## src/core/tc_regs.svh

```systemverilog
// register offsets, field positions, reset values and rates of the timer block
`ifndef TC_REGS_SVH
`define TC_REGS_SVH

`define TC_ADDR_T0_LOW 8'h00
`define TC_ADDR_T0_HIGH 8'h01
`define TC_ADDR_T1_LOW 8'h02
`define TC_ADDR_T1_HIGH 8'h03
`define TC_ADDR_TMODE 8'h04
`define TC_ADDR_TCTRL 8'h05
`define TC_ADDR_CKCTRL 8'h06
`define TC_ADDR_IRQ_STATUS 8'h07
`define TC_ADDR_IRQ_MASK 8'h08

`define TC_TCTRL_RUN0 4
`define TC_TCTRL_FLAG0 5
`define TC_TCTRL_RUN1 6
`define TC_TCTRL_FLAG1 7
`define TC_CK_TB0 3
`define TC_CK_TB1 4

`define TC_RST_BYTE 8'h00
`define TC_RST_PAIR 2'h0
`define TC_CLK_PER_CYCLE 12
`define TC_CLK_PER_TURBO 6
`define TC_MODE13 2'h0
`define TC_PRESCALE_TOP 5'h1f
`define TC_COUNT13_TOP 13'h1fff
`define TC_COUNT13_ZERO 13'h0000

`endif

```

## src/core/tc_pkg.sv

```systemverilog
// types shared by the timer block
package tc_pkg;

    typedef struct packed {
        logic gate;
        logic ct;
        logic mode_field_high;
        logic mode_field_low;
    } mode_cfg_t;

    typedef struct packed {
        mode_cfg_t t1;
        mode_cfg_t t0;
    } tmode_reg_t;

    typedef struct packed {
        logic [7:0] high;
        logic [7:0] low;
    } count_t;

endpackage : tc_pkg

```

## src/core/timer_counter.sv

```systemverilog
// two mode 0 timer/counters with time base, gating, register port and interrupt
`include "tc_regs.svh"

module timer_counter (
    input wire logic clk,
    input wire logic srst,
    input wire logic [7:0] addr,
    input wire logic [7:0] wdata,
    input wire logic wr_strobe,
    input wire logic rd_strobe,
    output logic [7:0] rdata,
    input wire logic count_pin_zero,
    input wire logic count_pin_one,
    input wire logic [1:0] external_interrupt_pin,
    input wire logic twelve_clk_option,
    output logic irq,
    output logic [1:0] timer_irq_req
);
    import tc_pkg::*;

    localparam logic [3:0] DIV_LAST = 4'(`TC_CLK_PER_CYCLE - 1);
    localparam logic [3:0] HALF_LAST = 4'(`TC_CLK_PER_TURBO - 1);

    tmode_reg_t timer_mode_register;
    logic [1:0] timer_run_bit;
    logic [1:0] timer_overflow_flag;
    logic [1:0] timebase_select_bit;
    logic [1:0] irq_status;
    logic [1:0] irq_mask;

    logic [3:0] div_cnt;
    logic tick12;
    logic tick6;

    logic [1:0] pin_s1;
    logic [1:0] pin_s2;
    logic [1:0] pin_s3;
    logic [1:0] int_s1;
    logic [1:0] int_s2;
    logic opt_s1;
    logic opt_s2;

    mode_cfg_t cfg [2];
    count_t cnt [2];
    logic [1:0] ext_fall;
    logic [1:0] turbo;
    logic [1:0] run_ok;
    logic [1:0] base_tick;
    logic [1:0] count_step;
    logic [1:0] wr_low;
    logic [1:0] wr_high;
    logic [1:0] overflow;

    logic wr_tmode;
    logic wr_tctrl;
    logic wr_ckctrl;
    logic wr_status;
    logic wr_mask;
    logic [1:0] next_flag;
    logic [7:0] next_rdata;

    assign wr_tmode = wr_strobe && addr == `TC_ADDR_TMODE;
    assign wr_tctrl = wr_strobe && addr == `TC_ADDR_TCTRL;
    assign wr_ckctrl = wr_strobe && addr == `TC_ADDR_CKCTRL;
    assign wr_status = wr_strobe && addr == `TC_ADDR_IRQ_STATUS;
    assign wr_mask = wr_strobe && addr == `TC_ADDR_IRQ_MASK;

    // shared time base: one divider feeds both rates so the two timers stay in phase
    always_ff @(posedge clk) begin
        if (srst) begin
            div_cnt <= 4'h0;
            tick12 <= 1'b0;
            tick6 <= 1'b0;
        end else begin
            div_cnt <= (div_cnt == DIV_LAST) ? 4'h0 : div_cnt + 4'h1;
            tick12 <= div_cnt == DIV_LAST;
            tick6 <= div_cnt == DIV_LAST || div_cnt == HALF_LAST;
        end
    end

    // pins: two stages, then a third stage that only the edge detector reads
    always_ff @(posedge clk) begin
        if (srst) begin
            pin_s1 <= `TC_RST_PAIR;
            pin_s2 <= `TC_RST_PAIR;
            pin_s3 <= `TC_RST_PAIR;
            int_s1 <= `TC_RST_PAIR;
            int_s2 <= `TC_RST_PAIR;
            opt_s1 <= 1'b0;
            opt_s2 <= 1'b0;
        end else begin
            pin_s1 <= {count_pin_one, count_pin_zero};
            pin_s2 <= pin_s1;
            pin_s3 <= pin_s2;
            int_s1 <= external_interrupt_pin;
            int_s2 <= int_s1;
            opt_s1 <= twelve_clk_option;
            opt_s2 <= opt_s1;
        end
    end

    assign cfg[0] = timer_mode_register.t0;
    assign cfg[1] = timer_mode_register.t1;

    generate
        for (genvar i = 0; i < 2; i++) begin : g_timer
            localparam logic [7:0] LOW_ADDR = i ? `TC_ADDR_T1_LOW : `TC_ADDR_T0_LOW;
            localparam logic [7:0] HIGH_ADDR = i ? `TC_ADDR_T1_HIGH : `TC_ADDR_T0_HIGH;

            assign ext_fall[i] = pin_s3[i] & ~pin_s2[i];
            assign turbo[i] = timebase_select_bit[i] & ~opt_s2;
            assign base_tick[i] = cfg[i].ct ? ext_fall[i] : (turbo[i] ? tick6 : tick12);
            assign run_ok[i] = timer_run_bit[i] & (~cfg[i].gate | int_s2[i]);
            // only mode 0 counts here; the other three codes hold the count
            assign count_step[i] = run_ok[i] & base_tick[i]
                & ({cfg[i].mode_field_high, cfg[i].mode_field_low} == `TC_MODE13);
            assign wr_low[i] = wr_strobe && addr == LOW_ADDR;
            assign wr_high[i] = wr_strobe && addr == HIGH_ADDR;

            timer_unit u_unit (
                .clk(clk),
                .srst(srst),
                .count_step(count_step[i]),
                .wr_low(wr_low[i]),
                .wr_high(wr_high[i]),
                .wdata(wdata),
                .cnt(cnt[i]),
                .overflow(overflow[i])
            );

        end
    endgenerate

    // configuration written by software
    always_ff @(posedge clk) begin
        if (srst) begin
            timer_mode_register <= tmode_reg_t'(`TC_RST_BYTE);
        end else if (wr_tmode) begin
            timer_mode_register <= tmode_reg_t'(wdata);
        end
    end

    always_ff @(posedge clk) begin
        if (srst) begin
            timer_run_bit <= `TC_RST_PAIR;
        end else if (wr_tctrl) begin
            timer_run_bit <= {wdata[`TC_TCTRL_RUN1], wdata[`TC_TCTRL_RUN0]};
        end
    end

    always_ff @(posedge clk) begin
        if (srst) begin
            timebase_select_bit <= `TC_RST_PAIR;
        end else if (wr_ckctrl) begin
            timebase_select_bit <= {wdata[`TC_CK_TB1], wdata[`TC_CK_TB0]};
        end
    end

    always_ff @(posedge clk) begin
        if (srst) begin
            irq_mask <= `TC_RST_PAIR;
        end else if (wr_mask) begin
            irq_mask <= wdata[1:0];
        end
    end

    // overflow flags: software may write them, but a new overflow beats the write
    assign next_flag = wr_tctrl
        ? {wdata[`TC_TCTRL_FLAG1], wdata[`TC_TCTRL_FLAG0]}
        : timer_overflow_flag;

    always_ff @(posedge clk) begin
        if (srst) begin
            timer_overflow_flag <= `TC_RST_PAIR;
        end else begin
            timer_overflow_flag <= overflow | next_flag;
        end
    end

    // sticky status, write one to clear, set wins
    always_ff @(posedge clk) begin
        if (srst) begin
            irq_status <= `TC_RST_PAIR;
        end else begin
            irq_status <= overflow | (irq_status & ~(wr_status ? wdata[1:0] : 2'h0));
        end
    end

    // requests lag the flags by one cycle so that every output is a flop
    always_ff @(posedge clk) begin
        if (srst) begin
            timer_irq_req <= `TC_RST_PAIR;
            irq <= 1'b0;
        end else begin
            timer_irq_req <= timer_overflow_flag & irq_mask;
            irq <= |(irq_status & irq_mask);
        end
    end

    always_comb begin
        next_rdata = `TC_RST_BYTE;
        case (addr)
            `TC_ADDR_T0_LOW: next_rdata = cnt[0].low;
            `TC_ADDR_T0_HIGH: next_rdata = cnt[0].high;
            `TC_ADDR_T1_LOW: next_rdata = cnt[1].low;
            `TC_ADDR_T1_HIGH: next_rdata = cnt[1].high;
            `TC_ADDR_TMODE: next_rdata = timer_mode_register;
            `TC_ADDR_TCTRL: begin
                next_rdata[`TC_TCTRL_RUN0] = timer_run_bit[0];
                next_rdata[`TC_TCTRL_FLAG0] = timer_overflow_flag[0];
                next_rdata[`TC_TCTRL_RUN1] = timer_run_bit[1];
                next_rdata[`TC_TCTRL_FLAG1] = timer_overflow_flag[1];
            end
            `TC_ADDR_CKCTRL: begin
                next_rdata[`TC_CK_TB0] = timebase_select_bit[0];
                next_rdata[`TC_CK_TB1] = timebase_select_bit[1];
            end
            `TC_ADDR_IRQ_STATUS: next_rdata[1:0] = irq_status;
            `TC_ADDR_IRQ_MASK: next_rdata[1:0] = irq_mask;
            default: next_rdata = `TC_RST_BYTE;
        endcase
    end

    // read data stands only in the cycle after the strobe
    always_ff @(posedge clk) begin
        if (srst) begin
            rdata <= `TC_RST_BYTE;
        end else begin
            rdata <= rd_strobe ? next_rdata : `TC_RST_BYTE;
        end
    end
endmodule : timer_counter

```

## src/core/timer_unit.sv

```systemverilog
// one mode 0 timer: low byte prescaler, high byte counter, overflow pulse
`include "tc_regs.svh"

module timer_unit (
    input wire logic clk,
    input wire logic srst,
    input wire logic count_step,
    input wire logic wr_low,
    input wire logic wr_high,
    input wire logic [7:0] wdata,
    output tc_pkg::count_t cnt,
    output logic overflow
);
    import tc_pkg::*;

    logic step_eff;
    logic at_top;
    logic low_carry;
    logic [7:0] low_byte;
    logic [7:0] high_byte;

    // each byte has its own process, so the struct port is only assembled here
    assign cnt = {high_byte, low_byte};

    // a write to either byte drops the count of that cycle so software sees its own value
    assign step_eff = count_step & ~wr_low & ~wr_high;
    assign low_carry = cnt.low[4:0] == `TC_PRESCALE_TOP;
    assign at_top = {cnt.high, cnt.low[4:0]} == `TC_COUNT13_TOP;

    always_ff @(posedge clk) begin
        if (srst) begin
            low_byte <= `TC_RST_BYTE;
        end else if (wr_low) begin
            low_byte <= wdata;
        end else if (step_eff) begin
            // upper three bits stay out of the count
            low_byte[4:0] <= low_byte[4:0] + 5'h01;
        end
    end

    always_ff @(posedge clk) begin
        if (srst) begin
            high_byte <= `TC_RST_BYTE;
        end else if (wr_high) begin
            high_byte <= wdata;
        end else if (step_eff && low_carry) begin
            high_byte <= high_byte + 8'h01;
        end
    end

    always_ff @(posedge clk) begin
        if (srst) begin
            overflow <= 1'b0;
        end else begin
            overflow <= step_eff & at_top;
        end
    end
endmodule : timer_unit

```

## config.mk

```make
export PLATFORM = sky130hd
export DESIGN_NAME = timer_counter
export DESIGN_NICKNAME = d
export VERILOG_FILES = /design/src/core/tc_pkg.sv /design/src/core/timer_counter.sv /design/src/core/timer_unit.sv
export VERILOG_INCLUDE_DIRS = /design/src /design/src/core
export SDC_FILE = /design/constraint.sdc
export NUM_CORES = 1
export LEC_CHECK = 0
export BUFFER_PORTS_ARGS = -buffer_cell sky130_fd_sc_hd__buf_2
export CAP_MARGIN = 15
export CORE_MARGIN = 8
export CORE_UTILIZATION = 55
export CTS_CLUSTER_DIAMETER = 150
export DETAILED_ROUTE_END_ITERATION = 7
export HOLD_SLACK_MARGIN = 0.12
export PLACE_DENSITY = 0.84
export SLEW_MARGIN = 20
export SYNTH_ARGS = -nofsm -noshare
export SYNTH_HDL_FRONTEND = slang
export SYNTH_SLANG_ARGS = --single-unit
```

## constraint.sdc

```tcl
create_clock -name clk -period 2 [get_ports clk]
set_input_delay 0.1 -clock clk [delete_from_list [all_inputs] [get_ports clk]]
set_output_delay 0.1 -clock clk [all_outputs]
set_load 0.005 [all_outputs]
```

==> results of run 1 <==
## metrics by stage
| stage | area [µm²] | setup TNS (ps) | utilization | worst slack (ps) | hold WS, ps |
|---|---|---|---|---|---|
| after CTS | 4670 | 0 | 0.655 | 29.0 | 123 |
| after global routing | 4710 | -49.4 | 0.659 | -23.7 | 160 |
| after floorplan | 3970 | 0 | - | 119 | 209 |
| after detailed placement | 4310 | 0 | 0.604 | 58.6 | 313 |
| final | 4710 | 0 | 0.659 | 28.2 | 129 |
| after global placement | 4310 | 0 | 0.604 | 118 | 306 |
## metal layers
metal  vias to the layer above  GRT usage  wire, µm
met3                        63     0.0601      1030
met5                         -          0         0
met4                         0      0.152       612
li1                       1760          -         -
met2                       227      0.392      5620
met1                      1857      0.248      4250
## report_power, final
group          switching, µW  internal [µW]  leakage, µW
registers               15.6           1630     0.000657
logic                    128           84.4      0.00103
clock network            645            589    0.0000977
## worst min-delay path by stage
stage	from	end	slack [ps]	cells after the start
after detailed placement	count_pin_one	pin_s1[1]	310	2
after CTS	rd_strobe	rdata[2]	120	3
after global placement	count_pin_one	pin_s1[1]	310	2
final	rd_strobe	rdata[2]	130	3
after global routing	addr[4]	rdata[4]	160	3
after floorplan	wdata[0]	g_timer[0].u_unit.high_byte[0]	210	2
## sequential cells by signal, indices dropped and copies added (netlist names)
signal,cells
tick6,1
timer_run_bit,2
int_s2,2
timer_overflow_flag,2
rdata,8
timer_irq_req,2
g_timer.u_unit.high_byte,16
pin_s2,2
g_timer.u_unit.low_byte,16
div_cnt,4
pin_s1,2
irq_status,2
cfg,8
irq,1
irq_mask,2
pin_s3,2
int_s1,2
tick12,1
opt_s1,1
opt_s2,1
g_timer.u_unit.overflow,2
timebase_select_bit,2
## cell usage in the layout (no fill, tap or decap), types with 3 or more instances in the layout
| cell | instances |
|---|---|
| nand4_1 | 8 |
| a211oi_1 | 7 |
| inv_1 | 9 |
| buf_2 | 35 |
| nor3_1 | 9 |
| dfxtp_2 | 4 |
| o21ai_0 | 7 |
| dlygate4sd3_1 | 15 |
| or4_1 | 5 |
| xor2_1 | 4 |
| o211ai_1 | 7 |
| o311ai_0 | 4 |
| o31ai_1 | 3 |
| nor2_1 | 32 |
| a21oi_1 | 33 |
| and3_1 | 8 |
| clkbuf_8 | 9 |
| mux4_2 | 8 |
| nand3_1 | 48 |
| nand2b_1 | 4 |
| nor4_1 | 5 |
| nand2_1 | 56 |
| ha_1 | 7 |
| dfxtp_1 | 77 |
| a22oi_1 | 6 |
| mux2i_1 | 7 |
| buf_4 | 22 |
| nor2b_1 | 14 |
| a32oi_1 | 3 |
## cell type report
cell class                      count  share of cell area
Clock inverter                      7              0.0168
Clock buffer                        9              0.0263
Timing Repair Buffer               73               0.107
Sequential cell                    81               0.346
Inverter                            9             0.00718
Tap cell                           99              0.0263
Multi-Input combinational cell    333               0.471
## worst reg2reg max path: cells and delay by family (launching register included)
kind	cells	cell delay, ps
AO/OA/AOI/OAI	2	520
flip-flops	1	350
AND/OR/NAND/NOR	3	1020
## kinds of logic after synthesis
logic type	Yosys count	synth area share
xor gates and xnor gates	5	0.0110
adders and majority gates	8	0.0252
muxes	16	0.0659
buffers and inverters	31	0.0382
DFF	81	0.409
and+or+nand+nor	217	0.296
AOI/OAI and AO/OA	87	0.155
## repair_timing
| action | CTS | global route |
|---|---|---|
| gates resized for setup | 1 | 9 |
| pin swaps | 0 | 4 |
| setup buffers | 0 | 1 |
| setup endpoints to repair | 1 | 10 |
| hold buffers | 15 | 0 |
| endpoints found under the hold margin | 42 | 0 |
==> metrics.md, run 1 <==
| Metric | Value |
|---|---|
| Status | `complete, no violations` |
| Layout cell share with drive strength beyond 1 | `0.219` |
| Initial drt markers | `345` |
| CP arrival | `2250 ps` |
| IO buf count | `35` |
| Site Rows | `31` |
| First-pass GRT wire length | `18,300 µm` |
| Fin cells | `611` |
| Detailed-route wire length | `11,500 µm` |
| Startpoint types | `flop` |
| Min-Delay Path Class | `primary input to flop` |
| Core area | `0.00714 mm²` |
| Clock root buffer | `clkbuf_8` |
| Largest net degree at the start of global routing | `45` |
| Max cap viols | `0` |
| Die X | `101 µm` |
| Post-synth top cells | `dfxtp_1, nand2_1, nand3_1` |
| Reg2reg start | `timer_run_bit[1]` |
| WL/cell | `18.8 µm` |
| Clock skew | `9.78 ps` |
| Top-count cell post-synth | `dfxtp_1` |
| Final Hold Fails | `0` |
| Post-DRT Antenna Nets | `0` |
| Nets@finish | `540` |
| RSZ-0062 raised after global routing | `yes` |
| Rel. slew slack | `0.511` |
| Clk_lat worst skew | `360 ps` |
| CTS buffer count | `9` |
| Sequential area share after synthesis | `0.409` |
| WP data required | `2270 ps` |
| Yosys warning total | `0` |
| Min Tclk post-route | `1970 ps` |
| GR Overflow Total | `0` |
| Synthesized area | `0.00397 mm²` |
| #FFs+latches synth | `81` |
| Routability Congestion | `0.940` |
| Ys flop type | `dfxtp_1` |
| Final period utilization | `0.986` |
| Yosys top cell by area | `dfxtp_1` |
| DRC Markers | `0` |
| IO Pins | `36` |
| Post-synthesis instance total | `445` |
| Max Freq | `0.507 GHz` |
| Leakage power | `0.00179 µW` |
| Reg clk slew, reported paths | `90 ps` |
| CTS tree | `built` |
| Reg area | `0.00163 mm²` |
| Via count | `3,907` |
| Post-synth ARST share | `0` |
| Crit-path leading delay family | `simple AND/OR/NAND/NOR gates` |
| Post-synthesis average cell area | `8.92 µm²` |
| Starting Density | `0.556` |
| Worst Path Buf+Inv | `0` |
| Diode count | `0` |
| Post-DP HPWL | `8030 µm` |
| Post-synth EDFFs | `0` |
| CP Capture Type | `flop` |
| Area grow syn2layout | `18.6%` |
| Crit-path max cell delay | `490 ps` |
| Synth top area share | `0.409` |
| R2r endpoint | `g_timer[1].u_unit.high_byte[2]` |
| Clock tree sinks | `81` |
| All-layer global routing usage | `0.231` |
| Die H | `101 µm` |
| Cell Chain, Critical Path | `or3b_4, a211oi_4, nand2_2, or4_1, a311oi_1` |
| Synth top area cells | `dfxtp_1, nand3_1, nand2_1` |
| Fillcell total | `582` |
| Cells after DPL | `579` |
| H-tree depth | `3` |
| Clock Path Buffers | `2` |
| PD cells | `657 mW/mm²` |
| Count of pins over their slew limit | `0` |
| R2r worst-path depth | `5` |
| Mapped Nets | `478` |
| Critical path type | `flop to flop` |
| Antenna violations before repair | `0` |
| Cell depth of the worst setup path | `5` |
| Multi-input logic area | `0.00222 mm²` |
| Peak VDD IR | `0.336 mV` |
| # setup viols final | `0` |
| Detailed Routing Iterations Pass 1 | `4` |
| End point of the critical path | `g_timer[1].u_unit.high_byte[2]` |
| CP max stage cell | `or4_1` |
| Drt via density | `6.39` |
| Reg2reg setup slack | `30 ps` |
| Total power | `3090 µW` |
| Full die area | `0.0102 mm²` |
| Yosys cell types | `66` |
| Worst slew pin tran | `730 ps` |
| Critical path origin | `timer_run_bit[1]` |
| Number of global-route vias before repair | `3,774` |
| Worst Path Max Fanout | `5` |
Note: power is estimated with default switching activity, not from simulation.
==> run 2, diff against run 1 <==
--- a/config.mk
+++ b/config.mk
@@ -8,7 +8,7 @@
 export LEC_CHECK = 0
 export BUFFER_PORTS_ARGS = -buffer_cell sky130_fd_sc_hd__buf_2
 export CAP_MARGIN = 15
-export CORE_MARGIN = 8
+export CORE_MARGIN = 2
 export CORE_UTILIZATION = 55
 export CTS_CLUSTER_DIAMETER = 150
 export DETAILED_ROUTE_END_ITERATION = 7
==> run 2 against run 1 <==
Die area down 22%. Non-clock buffer count is 2 lower. Final cell count decreased by 0.82%. Global-route usage is 7.1 points higher. Sequential power about the same. Clock skew rose by 6.9 ps. Wire length down 1.7%. Clock-buffer cell count grew 1. Total power is 2.0% higher. Sequential share of layout area up 0.059 points. Worst hold slack better by 15 ps. Largest power group unchanged. Highest routed layer unchanged.
==> metrics.md, run 2 (synthesized netlist as in run 1, its figures left out) <==
| Metric | Value |
|---|---|
| Site Rows | `30` |
| Initial drt markers | `469` |
| Worst Min Path Start | `rd_strobe` |
| Number of global-route vias before repair | `3,495` |
| Worst Path Max Fanout | `4` |
| Post-DRT Antenna Nets | `0` |
| Peak VDD IR | `0.403 mV` |
| WP data required | `2280 ps` |
| GR Overflow Total | `0` |
| Clock root buffer | `clkbuf_8` |
| R2r worst-path depth | `5` |
| Most frequent cells in the layout | `dfxtp_1, nand2_1, nand3_1, buf_2, a21oi_1` |
| Fillcell total | `533` |
| Max cap viols | `0` |
| Detailed Routing Iterations Pass 1 | `7` |
| CTS tree | `built` |
| RSZ-0062 raised after global routing | `yes` |
| Commonest non-fill, non-tap cell in the layout | `dfxtp_1` |
| CP arrival | `2250 ps` |
| Routability Congestion | `0.991` |
| IO Pins | `36` |
| Rel. slew slack | `0.579` |
| Min Tclk post-route | `1980 ps` |
| Final period utilization | `0.988` |
| Reg2reg start | `cfg[0]` |
| Die H | `88.9 µm` |
| Cells after DPL | `573` |
| Startpoint types | `flop` |
| DRC Markers | `0` |
| Clock tree sinks | `81` |
| Status | `complete, no violations` |
| Die X | `88.9 µm` |
| Detailed-route wire length | `11,300 µm` |
| Via count | `3,829` |
| R2r endpoint | `g_timer[1].u_unit.high_byte[2]` |
| Clk_lat worst skew | `380 ps` |
| WL/cell | `18.7 µm` |
| Diode count | `0` |
| Critical path origin | `cfg[0]` |
| Top Registers | `g_timer.u_unit.high_byte (16), g_timer.u_unit.low_byte (16)` |
| Max Freq | `0.506 GHz` |
| Post-DP HPWL | `7840 µm` |
| First-pass GRT wire length | `17,900 µm` |
| Full die area | `0.00791 mm²` |
| End point of the critical path | `g_timer[1].u_unit.high_byte[2]` |
| Util after Layout | `0.682` |
| Clock skew | `16.7 ps` |
| Reg clk slew, reported paths | `100 ps` |
| Critical path type | `flop to flop` |
| All-layer global routing usage | `0.302` |
| Nets@finish | `538` |
| PD cells | `673 mW/mm²` |
| Drt via density | `6.32` |
| Clock Path Buffers | `2` |
| Reg2reg setup slack | `20 ps` |
| Antenna violations before repair | `0` |
| Core area | `0.00687 mm²` |
| Count of pins over their slew limit | `0` |
| IO buf count | `35` |
| Worst slew pin tran | `629 ps` |
| Leakage power | `0.00178 µW` |
| CTS buffer count | `9` |
| Min-Delay Path Class | `primary input to flop` |
| # setup viols final | `0` |
| Final Hold Fails | `0` |
| H-tree depth | `3` |
| CP Capture Type | `flop` |
| Post-CTS Setup Bufs | `0` |
| Starting Density | `0.578` |
| Area grow syn2layout | `18.0%` |
| Largest net degree at the start of global routing | `45` |
| Layout cell share with drive strength beyond 1 | `0.196` |
| Setup TNS | `0 ps` |
| Fin cells | `606` |
## run 2: area by class of cell
type                    instances  area [µm²]  area share
clock inverters                 6        73.8      0.0158
clock buffers                  10         138      0.0294
inverters                       9        33.8     0.00721
well taps                      96         120      0.0256
flip-flops and latches         81        1620       0.346
multi-input cells             333        2210       0.472
repair buffers                 71         488       0.104
## run 2: repair_timing
action                     CTS  global route
hold endpoints to repair    47             0
hold buffers                17             0
setup endpoints to repair    0             9
gates resized for setup      0             4
## run 2: worst min-delay path by stage
stage | cells after the start | endpoint | slack [ps]
after detailed placement | 2 | opt_s1 | 320
after global placement | 2 | int_s1[0] | 310
after CTS | 3 | rdata[6] | 130
after floorplan | 2 | g_timer[0].u_unit.high_byte[0] | 210
final | 3 | rdata[6] | 140
after global routing | 3 | rdata[4] | 160
## run 2: power breakdown
part | internal (µW) | switching [µW]
Clock | 628 | 667
Combinational | 82.6 | 130
Sequential | 1630 | 15.0
## run 2: metal layers
metal  vias to the layer above  track usage  wire length [µm]
met5                         -            0                 0
met2                       247        0.474              5400
met1                      1778        0.384              4310
li1                       1761            -                 -
met3                        43       0.0979              1260
met4                         0        0.129               349
## run 2: critical path: stages (launching register included)
cell      delay [ps]
dfxtp_1          350
or3b_4           410
a211oi_4         290
nand2_2           90
or4_1            470
a311oi_1         250
## run 2: per-stage QoR
step                      hold WS [ps]  total power, µW  setup WS, ps  instance area [µm²]
after floorplan                    209             1780           119                 3970
after global placement             314             1860           139                 4290
after detailed placement           321             1860           109                 4290
after CTS                          129             3140          71.4                 4670
after global routing               157             3250         -18.2                 4680
final                              144             3150          23.6                 4680
==> run 3, diff against run 2 <==
--- a/config.mk
+++ b/config.mk
@@ -10,6 +10,7 @@
 export CAP_MARGIN = 15
 export CORE_MARGIN = 2
 export CORE_UTILIZATION = 55
+export CTS_BUF_LIST = sky130_fd_sc_hd__clkbuf_16
 export CTS_CLUSTER_DIAMETER = 150
 export DETAILED_ROUTE_END_ITERATION = 7
 export HOLD_SLACK_MARGIN = 0.12
==> run 3 against run 2 <==
Clock-buffer cell count down 1. Non-clock buffer count down 2. Via count up 1.7%. Register-to-register slack about the same. Global-route usage up 0.86 points. First-iteration DRC count up 9.2%.
==> metrics.md, run 3 (synthesized netlist as in run 1, its figures left out) <==
| Metric | Value |
|---|---|
| CTS buffer count | `9` |
| Post-DP HPWL | `7840 µm` |
| WP data required | `2260 ps` |
| Number of global-route vias before repair | `3,646` |
| Final period utilization | `0.982` |
| Drt via density | `6.45` |
| Worst Path Max Fanout | `8` |
| Max Freq | `0.509 GHz` |
| Antenna violations before repair | `0` |
| Leakage power | `0.00182 µW` |
| Layout cell share with drive strength beyond 1 | `0.197` |
| Area grow syn2layout | `20.0%` |
| Commonest non-fill, non-tap cell in the layout | `dfxtp_1` |
| Initial drt markers | `512` |
| Die X | `88.9 µm` |
| Sw Ratio | `0.238` |
| PD cells | `743 mW/mm²` |
| IO Pins | `36` |
| Status | `complete, no violations` |
| Top Registers | `g_timer.u_unit.high_byte (16), g_timer.u_unit.low_byte (16)` |
| Post-CTS Setup Bufs | `0` |
| Site Rows | `30` |
| Hold Path Depth | `3` |
| # setup viols final | `0` |
| GR Overflow Total | `0` |
| DRC Markers | `0` |
| Comb pwr share | `0.060` |
| Count of pins over their slew limit | `0` |
| Final Hold Fails | `0` |
| Clock root buffer | `clkbuf_16` |
| Startpoint types | `flop` |
| Cell Chain, Critical Path | `or3b_4, a221oi_4, buf_4, nand3_4, o2bb2a_1, a21oi_1` |
| Fillcell total | `510` |
| Detailed-route wire length | `11,500 µm` |
| Post-DRT Antenna Nets | `0` |
| Critical path type | `flop to flop` |
| Reg clk slew, reported paths | `60 ps` |
| Largest net degree at the start of global routing | `45` |
| Crit-path max cell delay | `400 ps` |
| Via count | `3,894` |
| NetSw | `843 µW` |
| Multi-input logic area | `0.00221 mm²` |
| R2r endpoint | `g_timer[0].u_unit.low_byte[1]` |
| All-layer global routing usage | `0.311` |
| CP arrival | `2220 ps` |
| Clock share of power | `0.474` |
| Most frequent cells in the layout | `dfxtp_1, nand2_1, nand3_1, buf_2, a21oi_1` |
| Min Tclk post-route | `1960 ps` |
| Clk_lat worst skew | `340 ps` |
| Total power | `3540 µW` |
| CP max stage cell | `or3b_4` |
| R2r worst-path depth | `6` |
| H-tree depth | `3` |
| Reg2reg setup slack | `40 ps` |
| First-pass GRT wire length | `18,400 µm` |
| Worst Min Path Start | `wdata[1]` |
| IO buf count | `35` |
| Diode count | `0` |
| CP Capture Type | `flop` |
| Die H | `88.9 µm` |
| Clock skew | `9.35 ps` |
| Routability Congestion | `0.991` |
| Nets@finish | `536` |
| Max cap viols | `0` |
| Clock tree sinks | `81` |
| Detailed Routing Iterations Pass 1 | `5` |
| WL/cell | `19.1 µm` |
| Clock Path Buffers | `2` |
| Worst slew pin tran | `583 ps` |
| Reg2reg start | `timer_run_bit[0]` |
| Reg area | `0.00162 mm²` |
| Worst Hold Endpoint | `g_timer[0].u_unit.high_byte[1]` |
| Sequential share of power | `0.466` |
| RSZ-0062 raised after global routing | `yes` |
| Rel. slew slack | `0.610` |
| Full die area | `0.00791 mm²` |
| Internal cell power | `2690 µW` |
| Setup TNS | `0 ps` |
| Core area | `0.00687 mm²` |
| Peak VDD IR | `0.519 mV` |
| Starting Density | `0.578` |
| CTS tree | `built` |
| Min-Delay Path Class | `primary input to flop` |
## run 3: power groups by stage
| stage | registers (µW) | clock network (µW) | logic, µW |
|---|---|---|---|
| 2_1_floorplan | 1680 | 0 | 106 |
| 3_3_place_gp | 1680 | 0 | 176 |
| 3_5_place_dp | 1680 | 0 | 179 |
| 4_1_cts | 1650 | 1700 | 202 |
| 5_1_grt | 1650 | 1790 | 223 |
| 6_report | 1650 | 1680 | 212 |
## run 3: area by class of cell
class	count	share of cell area
Clock buffer	9	0.0473
Multi-Input combinational cell	333	0.465
Inverter	9	0.00710
Sequential cell	81	0.341
Clock inverter	7	0.0163
Tap cell	96	0.0252
Timing Repair Buffer	69	0.0983
## run 3: timing repair
action / CTS / global route
gates resized for setup: 0 / 5
hold endpoints to repair: 26 / 0
hold buffers: 15 / 0
endpoints found under the setup margin: 0 / 13
## run 3: worst max path at each step
stage                                        from                             end  cells after the start  slack (ps)
global route                     timer_run_bit[1]  g_timer[1].u_unit.high_byte[2]                      5          -6
floorplan           g_timer[1].u_unit.low_byte[0]  g_timer[1].u_unit.high_byte[2]                      8         120
detailed placement                         cfg[0]  g_timer[1].u_unit.high_byte[2]                      5         110
global placement                 timer_run_bit[1]  g_timer[1].u_unit.high_byte[3]                      6         140
CTS                                       addr[3]   g_timer[0].u_unit.low_byte[2]                      7          10
finish                           timer_run_bit[0]   g_timer[0].u_unit.low_byte[1]                      6          40
## run 3: per-layer routing
layer,vias up,wire [µm],global-route usage
met5,-,0,0
met4,0,564,0.153
met3,59,1280,0.0886
met2,280,5400,0.498
met1,1791,4260,0.385
li1,1764,-,-
## run 3: metrics by stage
| step | area (µm²) | util | setup slack (ps) | std cells | hold WS (ps) |
|---|---|---|---|---|---|
| floorplan | 3970 | - | 119 | 445 | 209 |
| global placement | 4290 | 0.624 | 139 | 573 | 314 |
| detailed placement | 4290 | 0.624 | 109 | 573 | 321 |
| CTS | 4740 | 0.690 | 9.71 | 604 | 123 |
| global route | 4760 | 0.693 | -6.25 | 604 | 129 |
| finish | 4760 | 0.693 | 35.4 | 604 | 138 |
## run 3: critical path, delay by kind of cell, from the launching register on
kind | cells | cell delay, ps
flops | 1 | 350
buf+inv | 1 | 200
compound gates | 3 | 820
simple gates | 2 | 520
